$ cat config.mk
export PLATFORM = sky130hd
export DESIGN_NAME = timer_output_disable_control
export DESIGN_NICKNAME = d
export VERILOG_FILES = /design/src/shared/output_disable_pkg.sv /design/src/logic/timer_output_disable_control.sv
export SDC_FILE = /design/constraint.sdc
export NUM_CORES = 1
export LEC_CHECK = 0
export BUFFER_PORTS_ARGS = -buffer_cell sky130_fd_sc_hd__buf_2
export CAP_MARGIN = 5
export CORE_AREA = 3 3 145 147
export DETAILED_ROUTE_END_ITERATION = 6
export DIE_AREA = 0 0 148 150
export GPL_TIMING_DRIVEN = 1
export PLACE_DENSITY_LB_ADDON = 0.3
export SLEW_MARGIN = 30
export SYNTH_ARGS = -nofsm -noshare
export SYNTH_HDL_FRONTEND = slang
export SYNTH_SLANG_ARGS = --single-unit
$ cat constraint.sdc
create_clock -name clk_i -period 1.5 [get_ports clk_i]
set_input_delay 0 -clock clk_i [delete_from_list [all_inputs] [get_ports clk_i]]
set_output_delay 0 -clock clk_i [all_outputs]
set_load 0.02 [all_outputs]
$ cat src/shared/output_disable_pkg.sv
/*
 * Shared constants and carrier types for the timer output-disable control.
 * Assumes one peripheral clock domain and that every select, port and
 * level setting arrives as a plain port from software-owned registers.
 */
package output_disable_pkg;

    localparam int PIN_COUNT = 16;

    // Select bit pattern that claims a pin for a disable action.
    localparam logic SEL_ON = 1'b1;

    // Reset values of the registered outputs.
    localparam logic [15:0] RST_PIN_OUT  = 16'h0000;
    localparam logic [15:0] RST_PIN_OE   = 16'h0000;
    localparam logic [15:0] RST_MASK     = 16'h0000;
    localparam logic [15:0] RST_LEVEL    = 16'h0000;
    localparam logic        RST_DISABLED = 1'b0;

    // Who currently owns a pin.
    typedef enum logic [1:0] {
        OWN_TIMER = 2'b00,
        OWN_GPIO  = 2'b01,
        OWN_HIZ   = 2'b10
    } pin_owner_t;

    // Disable selection: four high-impedance select words and four
    // port-switch select words, one bit per pin.
    typedef struct packed {
        logic [3:0][15:0] hiz_sel;
        logic [3:0][15:0] switch_sel;
    } disable_sel_t;

    // General I/O settings used once a pin is switched to port control.
    typedef struct packed {
        logic [15:0] dir;
        logic [15:0] data;
    } port_cfg_t;

    // Timer drive and polarity settings.
    typedef struct packed {
        logic [15:0] timer_out;
        logic [15:0] timer_oe;
        logic [15:0] invert;
        logic [15:0] is_motor;
    } timer_cfg_t;

endpackage : output_disable_pkg

$ cat src/logic/timer_output_disable_control.sv
/*
 * Port output-disable logic for motor-control and PWM timer pins.
 * Assumes all inputs are synchronous to clk_i, that software holds the
 * disable request until it wishes timer control restored, and that the
 * testbench resolves each pin wire from pin_out_o and pin_oe_o.
 * Limitation: a pin switched to general I/O drives whatever the port
 * settings hold at that moment, so software should set direction and
 * data before the pin can be tripped.
 */
`timescale 1ns/100ps

////////////////////////////////////////////////////////////////////////////
// How it works
// [RL1] On a request, pins selected in any hi-Z select word go hi-Z.
// [RL2] On a request, pins selected in a port-switch word go to general I/O.
// [RL3] A pin in both kinds of word goes hi-Z and its port switch is ignored.
// [RL4] A switched pin takes its level and direction from the port settings.
// [RL5] A hi-Z pin reads as undefined, shown by its read-valid bit being low.
// [RL6] A pin taken over by port switching reads back its real level.
// [RL7] Software never lets both disable units act on one PWM pin at once.
// [RL8] Each timer pin can carry the timer signal normal or inverted.
// [RL9] Inverted motor-timer output flips the control and pin active levels.
// [RL10] Software sets motor conduction levels to the levels on the pins.
// [RL11] Inverted PWM output flips the pin level; software matches its levels.
// [RL12] Software clears a pin's hi-Z select bit before using its switch.
// [RL13] Pins stay disabled until the request drops; then the timer returns.
module timer_output_disable_control (
    input  wire logic                             clk_i,          // Clock.
    input  wire logic                             arst_n_i,       // Reset.
    input  wire logic                             disable_req_i,  // Request.
    input  wire output_disable_pkg::disable_sel_t sel_i,          // Selects.
    input  wire output_disable_pkg::port_cfg_t    port_cfg_i,     // GPIO.
    input  wire output_disable_pkg::timer_cfg_t   timer_cfg_i,    // Timer.
    input  wire logic [15:0]                      level_ctrl_i,   // Levels.
    input  wire logic [15:0]                      pin_in_i,       // Pin in.
    output logic [15:0]                           pin_out_o,      // Pin out.
    output logic [15:0]                           pin_oe_o,       // Pin OE.
    output logic [15:0]                           pin_read_o,     // Readback.
    output logic [15:0]                           read_valid_o,   // Read ok.
    output logic [15:0]                           active_lvl_o,   // Eff lvl.
    output logic [15:0]                           hiz_mask_o,     // Hi-Z.
    output logic [15:0]                           gpio_mask_o,    // GPIO.
    output logic                                  disabled_o      // Active.
);

    ////////////////////////////////////////////////////////////////////////
    // Select decoding.

    // Any of the four words claims the pin.
    function automatic logic [15:0] any_sel(input logic [3:0][15:0] w);
        logic [15:0] acc;
        acc = 16'h0000;
        for (int k = 0; k < 4; k++) begin
            acc = acc | w[k];
        end
        any_sel = acc;
    endfunction : any_sel

    logic [15:0] hiz_any;
    logic [15:0] sw_any;

    always_comb begin
        hiz_any = any_sel(sel_i.hiz_sel) &
                  {16{output_disable_pkg::SEL_ON}};             // RL1
        sw_any  = any_sel(sel_i.switch_sel) & ~hiz_any;         // RL2 RL3
    end

    ////////////////////////////////////////////////////////////////////////
    // Ownership state. The masks are latched on the request edge and together only
    // gain pins while the request stays high (a switched pin may move to hi-Z), so a select change mid-fault cannot
    // briefly hand a tripped pin back to the timer. The trade-off is that
    // pins only return to the timer together, once the whole request
    // drops, never one at a time.

    logic [15:0] hiz_mask_reg;
    logic [15:0] hiz_mask_next;
    logic [15:0] gpio_mask_reg;
    logic [15:0] gpio_mask_next;
    logic        disabled_reg;
    logic        disabled_next;

    always_comb begin
        hiz_mask_next  = hiz_mask_reg;
        gpio_mask_next = gpio_mask_reg;
        disabled_next  = disabled_reg;
        if (!disable_req_i) begin
            hiz_mask_next  = output_disable_pkg::RST_MASK;      // RL13
            gpio_mask_next = output_disable_pkg::RST_MASK;      // RL13
            disabled_next  = 1'b0;
        end else if (!disabled_reg) begin
            hiz_mask_next  = hiz_any;                           // RL1 RL3
            gpio_mask_next = sw_any;                            // RL2 RL3
            disabled_next  = 1'b1;
        end else begin
            // Late selections still join; hi-Z keeps priority.
            hiz_mask_next  = hiz_mask_reg | hiz_any;            // RL3
            gpio_mask_next = (gpio_mask_reg | sw_any) & ~hiz_mask_next;
        end
    end

    always_ff @(posedge clk_i or negedge arst_n_i) begin
        if (!arst_n_i) begin
            hiz_mask_reg  <= output_disable_pkg::RST_MASK;
            gpio_mask_reg <= output_disable_pkg::RST_MASK;
            disabled_reg  <= output_disable_pkg::RST_DISABLED;
        end else begin
            hiz_mask_reg  <= hiz_mask_next;
            gpio_mask_reg <= gpio_mask_next;
            disabled_reg  <= disabled_next;
        end
    end

    ////////////////////////////////////////////////////////////////////////
    // Per-pin owner. It is taken from the next masks, so a pin's drive
    // changes on the same edge as its ownership and a tripped pin never
    // spends a cycle under timer control.

    // Hi-Z outranks the port switch for a pin claimed by both kinds.
    function automatic output_disable_pkg::pin_owner_t owner_of(
        input logic hiz,
        input logic gpio
    );
        if (hiz) begin
            owner_of = output_disable_pkg::OWN_HIZ;             // RL3
        end else if (gpio) begin
            owner_of = output_disable_pkg::OWN_GPIO;
        end else begin
            owner_of = output_disable_pkg::OWN_TIMER;
        end
    endfunction : owner_of

    output_disable_pkg::pin_owner_t owner [output_disable_pkg::PIN_COUNT];

    always_comb begin
        for (int i = 0; i < output_disable_pkg::PIN_COUNT; i++) begin
            owner[i] = owner_of(hiz_mask_next[i], gpio_mask_next[i]);
        end
    end

    ////////////////////////////////////////////////////////////////////////
    // Pin drive and polarity.

    logic [15:0] pin_out_reg;
    logic [15:0] pin_out_next;
    logic [15:0] pin_oe_reg;
    logic [15:0] pin_oe_next;
    logic [15:0] lvl_reg;
    logic [15:0] lvl_next;

    always_comb begin
        // Polarity is applied after the timer, so the pin sees the
        // inverted active level for both timer kinds.
        pin_out_next = timer_cfg_i.timer_out ^ timer_cfg_i.invert; // RL8
        pin_oe_next  = timer_cfg_i.timer_oe;
        // Motor timer pins also invert the control active level; PWM pins
        // keep theirs and only the pin level flips.
        lvl_next = level_ctrl_i ^
                   (timer_cfg_i.invert & timer_cfg_i.is_motor);   // RL9 RL11
        // The overrides come after polarity, so a pin handed to general
        // I/O drives the port data as written, never inverted.
        for (int i = 0; i < output_disable_pkg::PIN_COUNT; i++) begin
            case (owner[i])
                output_disable_pkg::OWN_HIZ: begin
                    pin_out_next[i] = 1'b0;                     // RL1
                    pin_oe_next[i]  = 1'b0;                     // RL1
                end
                output_disable_pkg::OWN_GPIO: begin
                    pin_out_next[i] = port_cfg_i.data[i];       // RL4
                    pin_oe_next[i]  = port_cfg_i.dir[i];        // RL4
                end
                default: begin
                    // Timer drive, as set up above.
                end
            endcase
        end
    end

    always_ff @(posedge clk_i or negedge arst_n_i) begin
        if (!arst_n_i) begin
            pin_out_reg <= output_disable_pkg::RST_PIN_OUT;
            pin_oe_reg  <= output_disable_pkg::RST_PIN_OE;
            lvl_reg     <= output_disable_pkg::RST_LEVEL;
        end else begin
            pin_out_reg <= pin_out_next;
            pin_oe_reg  <= pin_oe_next;
            lvl_reg     <= lvl_next;
        end
    end

    ////////////////////////////////////////////////////////////////////////
    // Readback. A floating pin has no defined level, so it reads as zero
    // with its valid bit low rather than passing an arbitrary input on.
    // The current masks already match the pins that are being sampled.

    logic [15:0] read_reg;
    logic [15:0] read_next;
    logic [15:0] valid_reg;
    logic [15:0] valid_next;

    always_comb begin
        read_next  = pin_in_i & ~hiz_mask_reg;                  // RL5 RL6
        valid_next = ~hiz_mask_reg;                             // RL5 RL6
    end

    always_ff @(posedge clk_i or negedge arst_n_i) begin
        if (!arst_n_i) begin
            read_reg  <= output_disable_pkg::RST_LEVEL;
            valid_reg <= output_disable_pkg::RST_LEVEL;
        end else begin
            read_reg  <= read_next;
            valid_reg <= valid_next;
        end
    end

    assign pin_out_o    = pin_out_reg;
    assign pin_oe_o     = pin_oe_reg;
    assign pin_read_o   = read_reg;
    assign read_valid_o = valid_reg;
    assign active_lvl_o = lvl_reg;
    assign hiz_mask_o   = hiz_mask_reg;
    assign gpio_mask_o  = gpio_mask_reg;
    assign disabled_o   = disabled_reg;

endmodule : timer_output_disable_control

==> results of run 1 <==
## power breakdown
group	switching [uW]	internal [uW]	total, uW	leakage, uW
clock network	1410	2460	3870	0.000267
registers	85.3	3230	3320	0.00141
logic	875	987	1860	0.00326
total	2370	6680	9050	0.00494
## through the flow
step | setup TNS, ns | setup WS (ns) | power [uW] | instance area, sq um | cells
after floorplan | 0 | 0.04892 | 3954 | 4981 | 402
after global placement | 0 | 0.1069 | 4729 | 7362 | 1059
after detailed placement | 0 | 0.06984 | 4743 | 7362 | 1059
after CTS | 0 | 0.01135 | 9136 | 9916 | 1289
after global routing | -0.04400 | -0.01652 | 9453 | 9981 | 1289
final | 0 | 0.004869 | 9049 | 9981 | 1289
## timing repair
action | in CTS | in global routing
gates resized for setup | 0 | 13
endpoints found under the setup margin | 0 | 18
buffers inserted | 0 | 1
endpoints found under the hold margin | 178 | 1
hold buffers | 199 | 1
## logic make-up (layout without fill, tap and decap cells)
group           after synthesis  after routing  share of synthesized area [%]
simple gates                134            134                          15.28
flops                       113            113                          56.80
buf+inv                      41            658                          4.046
xor+xnor                     32             32                          5.630
compound gates               82             82                          18.25
## cell type report
class | instances | share of cell area (%)
clock buffer | 20 | 4.475
multi-input combinational | 248 | 20.11
clock inverter | 11 | 1.153
sequential | 113 | 28.34
tap | 270 | 3.385
inverter | 31 | 1.166
timing repair buffer | 596 | 41.37
## registers in the layout, indices dropped and copies added (netlist names)
register      count
read_valid_o     16
disabled_o        1
pin_read_o       16
pin_oe_o         16
pin_out_o        16
gpio_mask_o      16
hiz_mask_o       16
active_lvl_o     16
## Yosys cell counts
master,instances,area share (%)
o211ai_1,4,0.60
o2bb2ai_1,4,0.70
o32ai_1,8,1.4
a41oi_1,6,1.1
clkbuf_8,2,0.55
xnor2_1,18,3.2
a21oi_1,14,1.4
inv_2,1,0.075
xor2_1,14,2.5
nand2_1,50,3.8
buf_1,1,0.075
or4_1,2,0.30
dlymetal6s2s_1,1,0.25
a21o_1,2,0.30
a41o_2,10,2.3
nor2_1,4,0.30
and2_1,4,0.50
a21oi_2,2,0.35
nor2b_1,16,2.0
buf_4,1,0.15
a22o_1,20,3.5
or4_4,10,2.3
nand3_1,6,0.60
inv_1,30,2.3
buf_2,3,0.30
and2_2,10,1.5
clkbuf_1,1,0.075
dfrtp_1,113,57
a2111oi_4,12,6.6
nor4_1,32,4.0
buf_8,1,0.30
## layer usage
metal	GRT usage [%]	routed length, microns	vias to the layer above	share of wire, %
met5	0	43	-	0.21
met4	7.483	684	6	3.3
met3	6.663	1589	48	7.6
met2	33.34	11030	277	53
met1	18.10	7500	2686	36
li1	-	-	2679	-
## worst paths after layout
path / slack (ns) / cells past startpoint / from / to
worst min-delay path: 0.005 / 4 / sel_i[54] / pin_out_o[6]$_DFF_PN0_
worst max-delay path: 0.005 / 5 / sel_i[99] / pin_out_o[3]$_DFF_PN0_
worst min register to register: 0.49 / 1 / hiz_mask_o[6]$_DFF_PN0_ / read_valid_o[6]$_DFF_PN0_
min in group asynchronous: 0.15 / 2 / arst_n_i / pin_out_o[12]$_DFF_PN0_
max in group asynchronous: 0.73 / 3 / arst_n_i / pin_oe_o[14]$_DFF_PN0_
worst max register to register: 0.02 / 4 / disabled_o$_DFF_PN0_ / pin_out_o[3]$_DFF_PN0_
## tightest hold or removal path: stages
cell and delay, ns:
buf_2 0.08, nor4_1 0.06, o211ai_1 0.16, o32ai_1 0.08
==> impl_metrics.toml, run 1 <==
[cells_and_area]
seq_area_sq_um = 2829
layout.nets = 1266
fillers = 1796
diodes = 0
layout_common_cells = "buf_2 (369), dlygate4sd3_1 (197), dfrtp_1 (112)"
drive_gt1_share_pct = 47.30
final_core_util_pct = 49.81
multiInputGateArea_sq_um = 2007
mostFrequentLayoutCell = "buf_2"
area_delta_synth_final_pct = 100.5

[critical_path]
cp_num_buf_inv = 2
path_delay_family = "buffers and inverters"
cp_cell_sequence = "dlygate4sd3_1 > buf_2 > or4_4 > a2111oi_4 > a22o_1"
cp_data_required_time_ns = 1.83
path_max_fanout = 3
crit_path_max_incr_delay_ns = 0.55
worstSetupPathType = "in -> reg"
crit_slowest_cell = "dlygate4sd3_1"
critical_path_arrival_ns = 1.83
cp-end-kind = "flip-flop"
crit_path_start_kind = "input pin"

[status]
status = "finished, final reports clean"

[floorplanning]
design.die.area_sq_um = 22200
initial_core_util_pct = 24.84
rows = 52
fp.dieH_microns = 150
die_w_microns = 148
coreArea_sq_um = 20040
ioPinCount = 372

[global_routing]
grt_max_degree = 38
grt_pass1_wl_mm = 31.11
grt_pass1_vias = 6083
antenna_found_initial = 3
grt_use_total_pct = 17.97
grt-ovfl-total = 0

[route]
wl_per_cell_microns = 16.17
first_pass_iters = 7
ant_nets = 0
drc_errors = 0
viasPerCell = 4.419
vias = 5696
drt_iter0_drc = 143
routed_wl_mm = 20.84

[timing]
setup_violations = 0
worstMarginPinSlew_ns = 0.6468
period_share_pct = 99.68
fmax_ghz = 0.6688
relSlewSlack_pct = 56.48
hold_viol = 0
rsz0062_at_grt = "true"
slew_viol_final = 0
fin_crit_ns = 1.495
fin_hold_ws_ns = 0.005449
skew_ns = 0.009326

[placement]
place_hpwl_mm = 13.95
gp_congestion = 0.8197
port_buffers = 371

[yosys]
synth_warnings = 0
synth_area_sq_um = 4979
synth-seq-area-share_pct = 56.80
syn-num-nets = 661
syn_inst = 402
avgSynthCellArea_sq_um = 12.38
yosys.cell_types.count = 31
yosys_register_bits = 113

[clock_tree]
clkSinkCount = 113
cts_buffers = 17
path_clk_slew_ns = 0.05
cts_tree = "done"
root_buffer = "clkbuf_16"
clk_latency_ns = 0.41
cts_max_level = 4
cts_buffer_depth = 2

[power]
p_leak_uw = 0.004942
power.density_nw_per_um2 = 906.6
irDropWorstVdd_mv = 0.6869

[job]
cap_violations = 0

[worst_hold_path]
holdCritPathClass = "in -> reg"
(Power assumes the default switching activity.)
==> run 2, diff against run 1 <==
--- a/config.mk
+++ b/config.mk
@@ -12,6 +12,7 @@
 export DIE_AREA = 0 0 148 150
 export GPL_TIMING_DRIVEN = 1
 export PLACE_DENSITY_LB_ADDON = 0.3
+export REMOVE_ABC_BUFFERS = 1
 export SLEW_MARGIN = 30
 export SYNTH_ARGS = -nofsm -noshare
 export SYNTH_HDL_FRONTEND = slang
==> impl_metrics.toml, run 2 (synthesis results as in run 1) <==
[global_routing]
grt-ovfl-total = 0
grt_pass1_vias = 5968
grt_max_degree = 57
grt_use_total_pct = 16.83
grt_pass1_wl_mm = 29.53
antenna_found_initial = 0

[clock_tree]
clk_latency_ns = 0.40
path_clk_slew_ns = 0.06
cts_buffer_depth = 2
root_buffer = "clkbuf_16"
cts_tree = "done"
clkSinkCount = 113
cts_buffers = 17
cts_max_level = 4

[floorplanning]
design.die.area_sq_um = 22200
rows = 52
die_w_microns = 148
ioPinCount = 372
initial_core_util_pct = 24.84
coreArea_sq_um = 20040
fp.dieH_microns = 150

[cells_and_area]
fillers = 1798
drive_gt1_share_pct = 47.30
stdcell_count = 1288
layout_common_cells = "buf_2 (370), dlygate4sd3_1 (199), dfrtp_1 (112)"
final_core_util_pct = 50.12
mostFrequentLayoutCell = "buf_2"
multiInputGateArea_sq_um = 2009
seq_area_sq_um = 2829
layout.nets = 1263
area_delta_synth_final_pct = 101.7

[status]
status = "complete, but fails checks"
failed_checks = "negative hold slack"

[timing]
worstMarginPinSlew_ns = 0.5327
fin_crit_ns = 1.486
final.setup.worst_slack_ns = 0.01449
skew_ns = 0.01064
hold_viol = 1
period_share_pct = 99.03
setup_violations = 0
relSlewSlack_pct = 64.16
fmax_ghz = 0.6732
slew_viol_final = 0
fin_hold_ws_ns = -0.02180
tns_ns = 0

[power]
p_leak_uw = 0.004956
irDropWorstVdd_mv = 0.6780
power.density_nw_per_um2 = 962.9

[placement]
dp_cells = 1055
gp_congestion = 0.7963
place_hpwl_mm = 13.12
pre_cts_slack_ns = 0.09520
port_buffers = 371

[route]
routed_wl_mm = 19.77
wl_per_cell_microns = 15.35
viasPerCell = 4.379
ant_nets = 0
drc_errors = 0
first_pass_iters = 4
vias = 5640
drt_iter0_drc = 127

[job]
cap_violations = 0

[worst_hold_path]
whs_path_depth = 4
holdCritPathClass = "in -> reg"

[critical_path]
worstSetupPathType = "in -> reg"
cp_data_required_time_ns = 1.84
crit_path_start_kind = "input pin"
critical_path_arrival_ns = 1.82
cp-end-kind = "flip-flop"
r2r_cells = 4
path_max_fanout = 3
==> run 2: cell types whose count changed in the layout (fill, tap and decap cells not counted), sizes merged, moves of 2 or more <==
cell / before / now
buf: 397 / 394
dlymetal6s4s: 2 / 0
dlygate4sd3: 197 / 199
bufinv: 2 / 5
clkinvlp: 4 / 2
==> run 2: through the flow <==
stage	instance area, sq um	total power, uW
4_1_cts	9943	9761
3_3_place_gp	7320	4716
3_5_place_dp	7320	4727
6_report	10040	9670
2_1_floorplan	4893	3934
5_1_grt	10040	10130
==> run 2: path summary, 6_finish.rpt <==
check,slack [ns],from,endpoint
setup / recovery,0.01,sel_i[83],pin_oe_o[3]$_DFF_PN0_
hold / removal,-0.02,sel_i[90],gpio_mask_o[10]$_DFF_PN0_
setup reg to reg,0.04,disabled_o$_DFF_PN0_,hiz_mask_o[1]$_DFF_PN0_
hold reg to reg,0.49,hiz_mask_o[13]$_DFF_PN0_,read_valid_o[13]$_DFF_PN0_
max in group asynchronous,0.78,arst_n_i,pin_read_o[7]$_DFF_PN0_
min in group asynchronous,0.15,arst_n_i,pin_out_o[11]$_DFF_PN0_
==> run 2: critical path, stage by stage <==
cell and delay, ns:
dlygate4sd3_1 0.54, buf_2 0.14, or4_4 0.55, a2111oi_4 0.39, a22o_1 0.20
==> run 2: where the power goes <==
part           switching [uW]  internal, uW  leakage [uW]
registers                77.2          3230       0.00141
logic                     868           976       0.00323
clock network            1470          3050      0.000317
==> run 2: cell type report <==
cell class | instances | share of cell area, %
diodes | 1 | 0.02492
clock buffers | 20 | 4.547
clock inverters | 12 | 2.043
inverters | 31 | 1.159
multi-input cells | 248 | 20.01
flip-flops and latches | 113 | 28.17
well taps | 270 | 3.364
repair buffers | 593 | 40.69
==> run 2: what timing repair did <==
item / CTS / global route
setup endpoints to repair: 0 / 12
hold endpoints to repair: 209 / 3
gates resized for setup: 0 / 11
setup buffers: 0 / 1
hold buffers: 196 / 3
==> run 2: metal layers <==
layer	track usage (%)	part of all wire [%]
met1	17.76	38
met4	6.051	2.2
met3	4.603	6.9
met5	0	0
met2	31.95	53
==> run 3, diff against run 2 <==
--- a/config.mk
+++ b/config.mk
@@ -12,6 +12,7 @@
 export DIE_AREA = 0 0 148 150
 export GPL_TIMING_DRIVEN = 1
 export PLACE_DENSITY_LB_ADDON = 0.3
+export RECOVER_POWER = 50
 export REMOVE_ABC_BUFFERS = 1
 export SLEW_MARGIN = 30
 export SYNTH_ARGS = -nofsm -noshare
==> impl_metrics.toml, run 3 (synthesis results as in run 1) <==
[critical_path]
crit_slowest_cell = "or4_4"
cp_num_buf_inv = 2
r2r_cells = 4
critical_path_arrival_ns = 1.82
r2r_setup_slack_ns = 0.03
cp_data_required_time_ns = 1.84
path_delay_family = "buffers and inverters"
worstSetupPathType = "in -> reg"
reg2reg_from = "disabled_o$_DFF_PN0_"
crit_path_start_kind = "input pin"
cp-end-kind = "flip-flop"
cp_cell_sequence = "dlygate4sd3_1 > buf_2 > or4_4 > a2111oi_4 > a22o_1"
path_max_fanout = 3
crit_path_max_incr_delay_ns = 0.55
r2r-end = "hiz_mask_o[1]$_DFF_PN0_"

[status]
status = "complete, but fails checks"
failed_checks = "negative hold slack"

[route]
ant_nets = 0
drc_errors = 0
routed.top_layer = "met4"
routed_wl_mm = 19.79
wl_met2_mm = 10.53
drt_iter0_drc = 127
viasPerCell = 4.368
wl_per_cell_microns = 15.36
wl_met1_mm = 7.456
first_pass_iters = 4
vias = 5626
wl_met3_mm = 1.372

[timing]
relSlewSlack_pct = 46.27
fmax_ghz = 0.6731
tns_ns = 0
fin_crit_ns = 1.486
skew_ns = 0.01050
worstMarginPinSlew_ns = 0.8059
hold_viol = 1
slew_viol_final = 0
setup_violations = 0
fin_hold_ws_ns = -0.01910
final.setup.worst_slack_ns = 0.01437
period_share_pct = 99.04

[worst_hold_path]
hp-start = "sel_i[90]"
holdCritPathClass = "in -> reg"
whs_path_depth = 4
min_to = "gpio_mask_o[10]$_DFF_PN0_"

[clock_tree]
clkSinkCount = 113
path_clk_slew_ns = 0.06
clk_latency_ns = 0.40
root_buffer = "clkbuf_16"
cts_max_level = 4
cts_buffers = 17
cts_buffer_depth = 2
cts_tree = "done"

[cells_and_area]
layout_common_cells = "buf_2 (350), dlygate4sd3_1 (199), dfrtp_1 (112)"
mostFrequentLayoutCell = "buf_2"
area_delta_synth_final_pct = 100.4
drive_gt1_share_pct = 44.94
layout.nets = 1263

[global_routing]
grt-ovfl-total = 0
grt_pass1_wl_mm = 29.53
grt_use_total_pct = 16.83
grt_max_degree = 57
antenna_found_initial = 0
grt_pass1_vias = 5968

[floorplanning]
coreArea_sq_um = 20040
ioPinCount = 372
die_w_microns = 148
rows = 52
initial_core_util_pct = 24.84
fp.dieH_microns = 150
design.die.area_sq_um = 22200

[power]
power.density_nw_per_um2 = 966.6
p_leak_uw = 0.004869
irDropWorstVdd_mv = 0.6809

[placement]
gp_congestion = 0.7963
port_buffers = 371
place_hpwl_mm = 13.12
pre_cts_slack_ns = 0.09520

[job]
cap_violations = 0
==> run 3: through the flow <==
step	power (uW)	cells	hold WS [ns]	cell area, sq um	util, %
after floorplan	3934	392	-0.2956	4893	-
after global placement	4716	1055	-0.1803	7320	36.53
after global routing	10110	1287	-0.01041	9976	49.78
final	9646	1288	-0.01910	9978	49.79
after detailed placement	4727	1055	-0.1815	7320	36.53
after CTS	9761	1283	-0.06858	9943	49.62
==> run 3: worst reg2reg max path: cells and delay by family (launching register included) <==
kind | cells | cell delay, ns
AOI/OAI and AO/OA | 1 | 0.07
buffers and inverters | 2 | 0.73
and+or+nand+nor | 1 | 0.11
DFF | 1 | 0.43
==> run 3: what timing repair did <==
item / in CTS / in global routing
endpoints found under the hold margin: 209 / 3
setup endpoints to repair: 0 / 12
hold buffers: 196 / 3
buffers inserted: 0 / 1
resized for setup: 0 / 11
==> run 3: how the worst max path moves through the flow <==
stage | startpoint | to | slack [ns] | cells past startpoint
final | sel_i[83] | pin_oe_o[3]$_DFF_PN0_ | 0.01 | 5
after global routing | sel_i[92] | pin_out_o[12]$_DFF_PN0_ | -0.007 | 5
after CTS | sel_i[106] | hiz_mask_o[10]$_DFF_PN0_ | 0.01 | 5
after detailed placement | disabled_o$_DFF_PN0_ | pin_oe_o[12]$_DFF_PN0_ | 0.1 | 4
after global placement | disabled_o$_DFF_PN0_ | pin_oe_o[12]$_DFF_PN0_ | 0.12 | 4
after floorplan | disabled_o$_DFF_PN0_ | pin_oe_o[0]$_DFF_PN0_ | -0.44 | 3
==> run 3: report_power, final <==
part	internal [uW]	switching (uW)
registers	3230	78.2
clock network	3050	1470
logic	952	866
total	7230	2410
==> run 3: final cells by class <==
cell class,instances,area (sq um)
multi-input cells,248,2009
inverters,31,116.4
diodes,1,2.502
clock inverters,12,205.2
well taps,270,337.8
flip-flops and latches,113,2829
fillers,1812,10060
repair buffers,593,4021
clock buffers,20,456.7
==> run 3: routing by layer <==
layer	up-vias	track usage, %
met1	2662	17.76
met5	-	0
met2	255	31.95
met4	0	6.051
met3	29	4.603
li1	2680	-
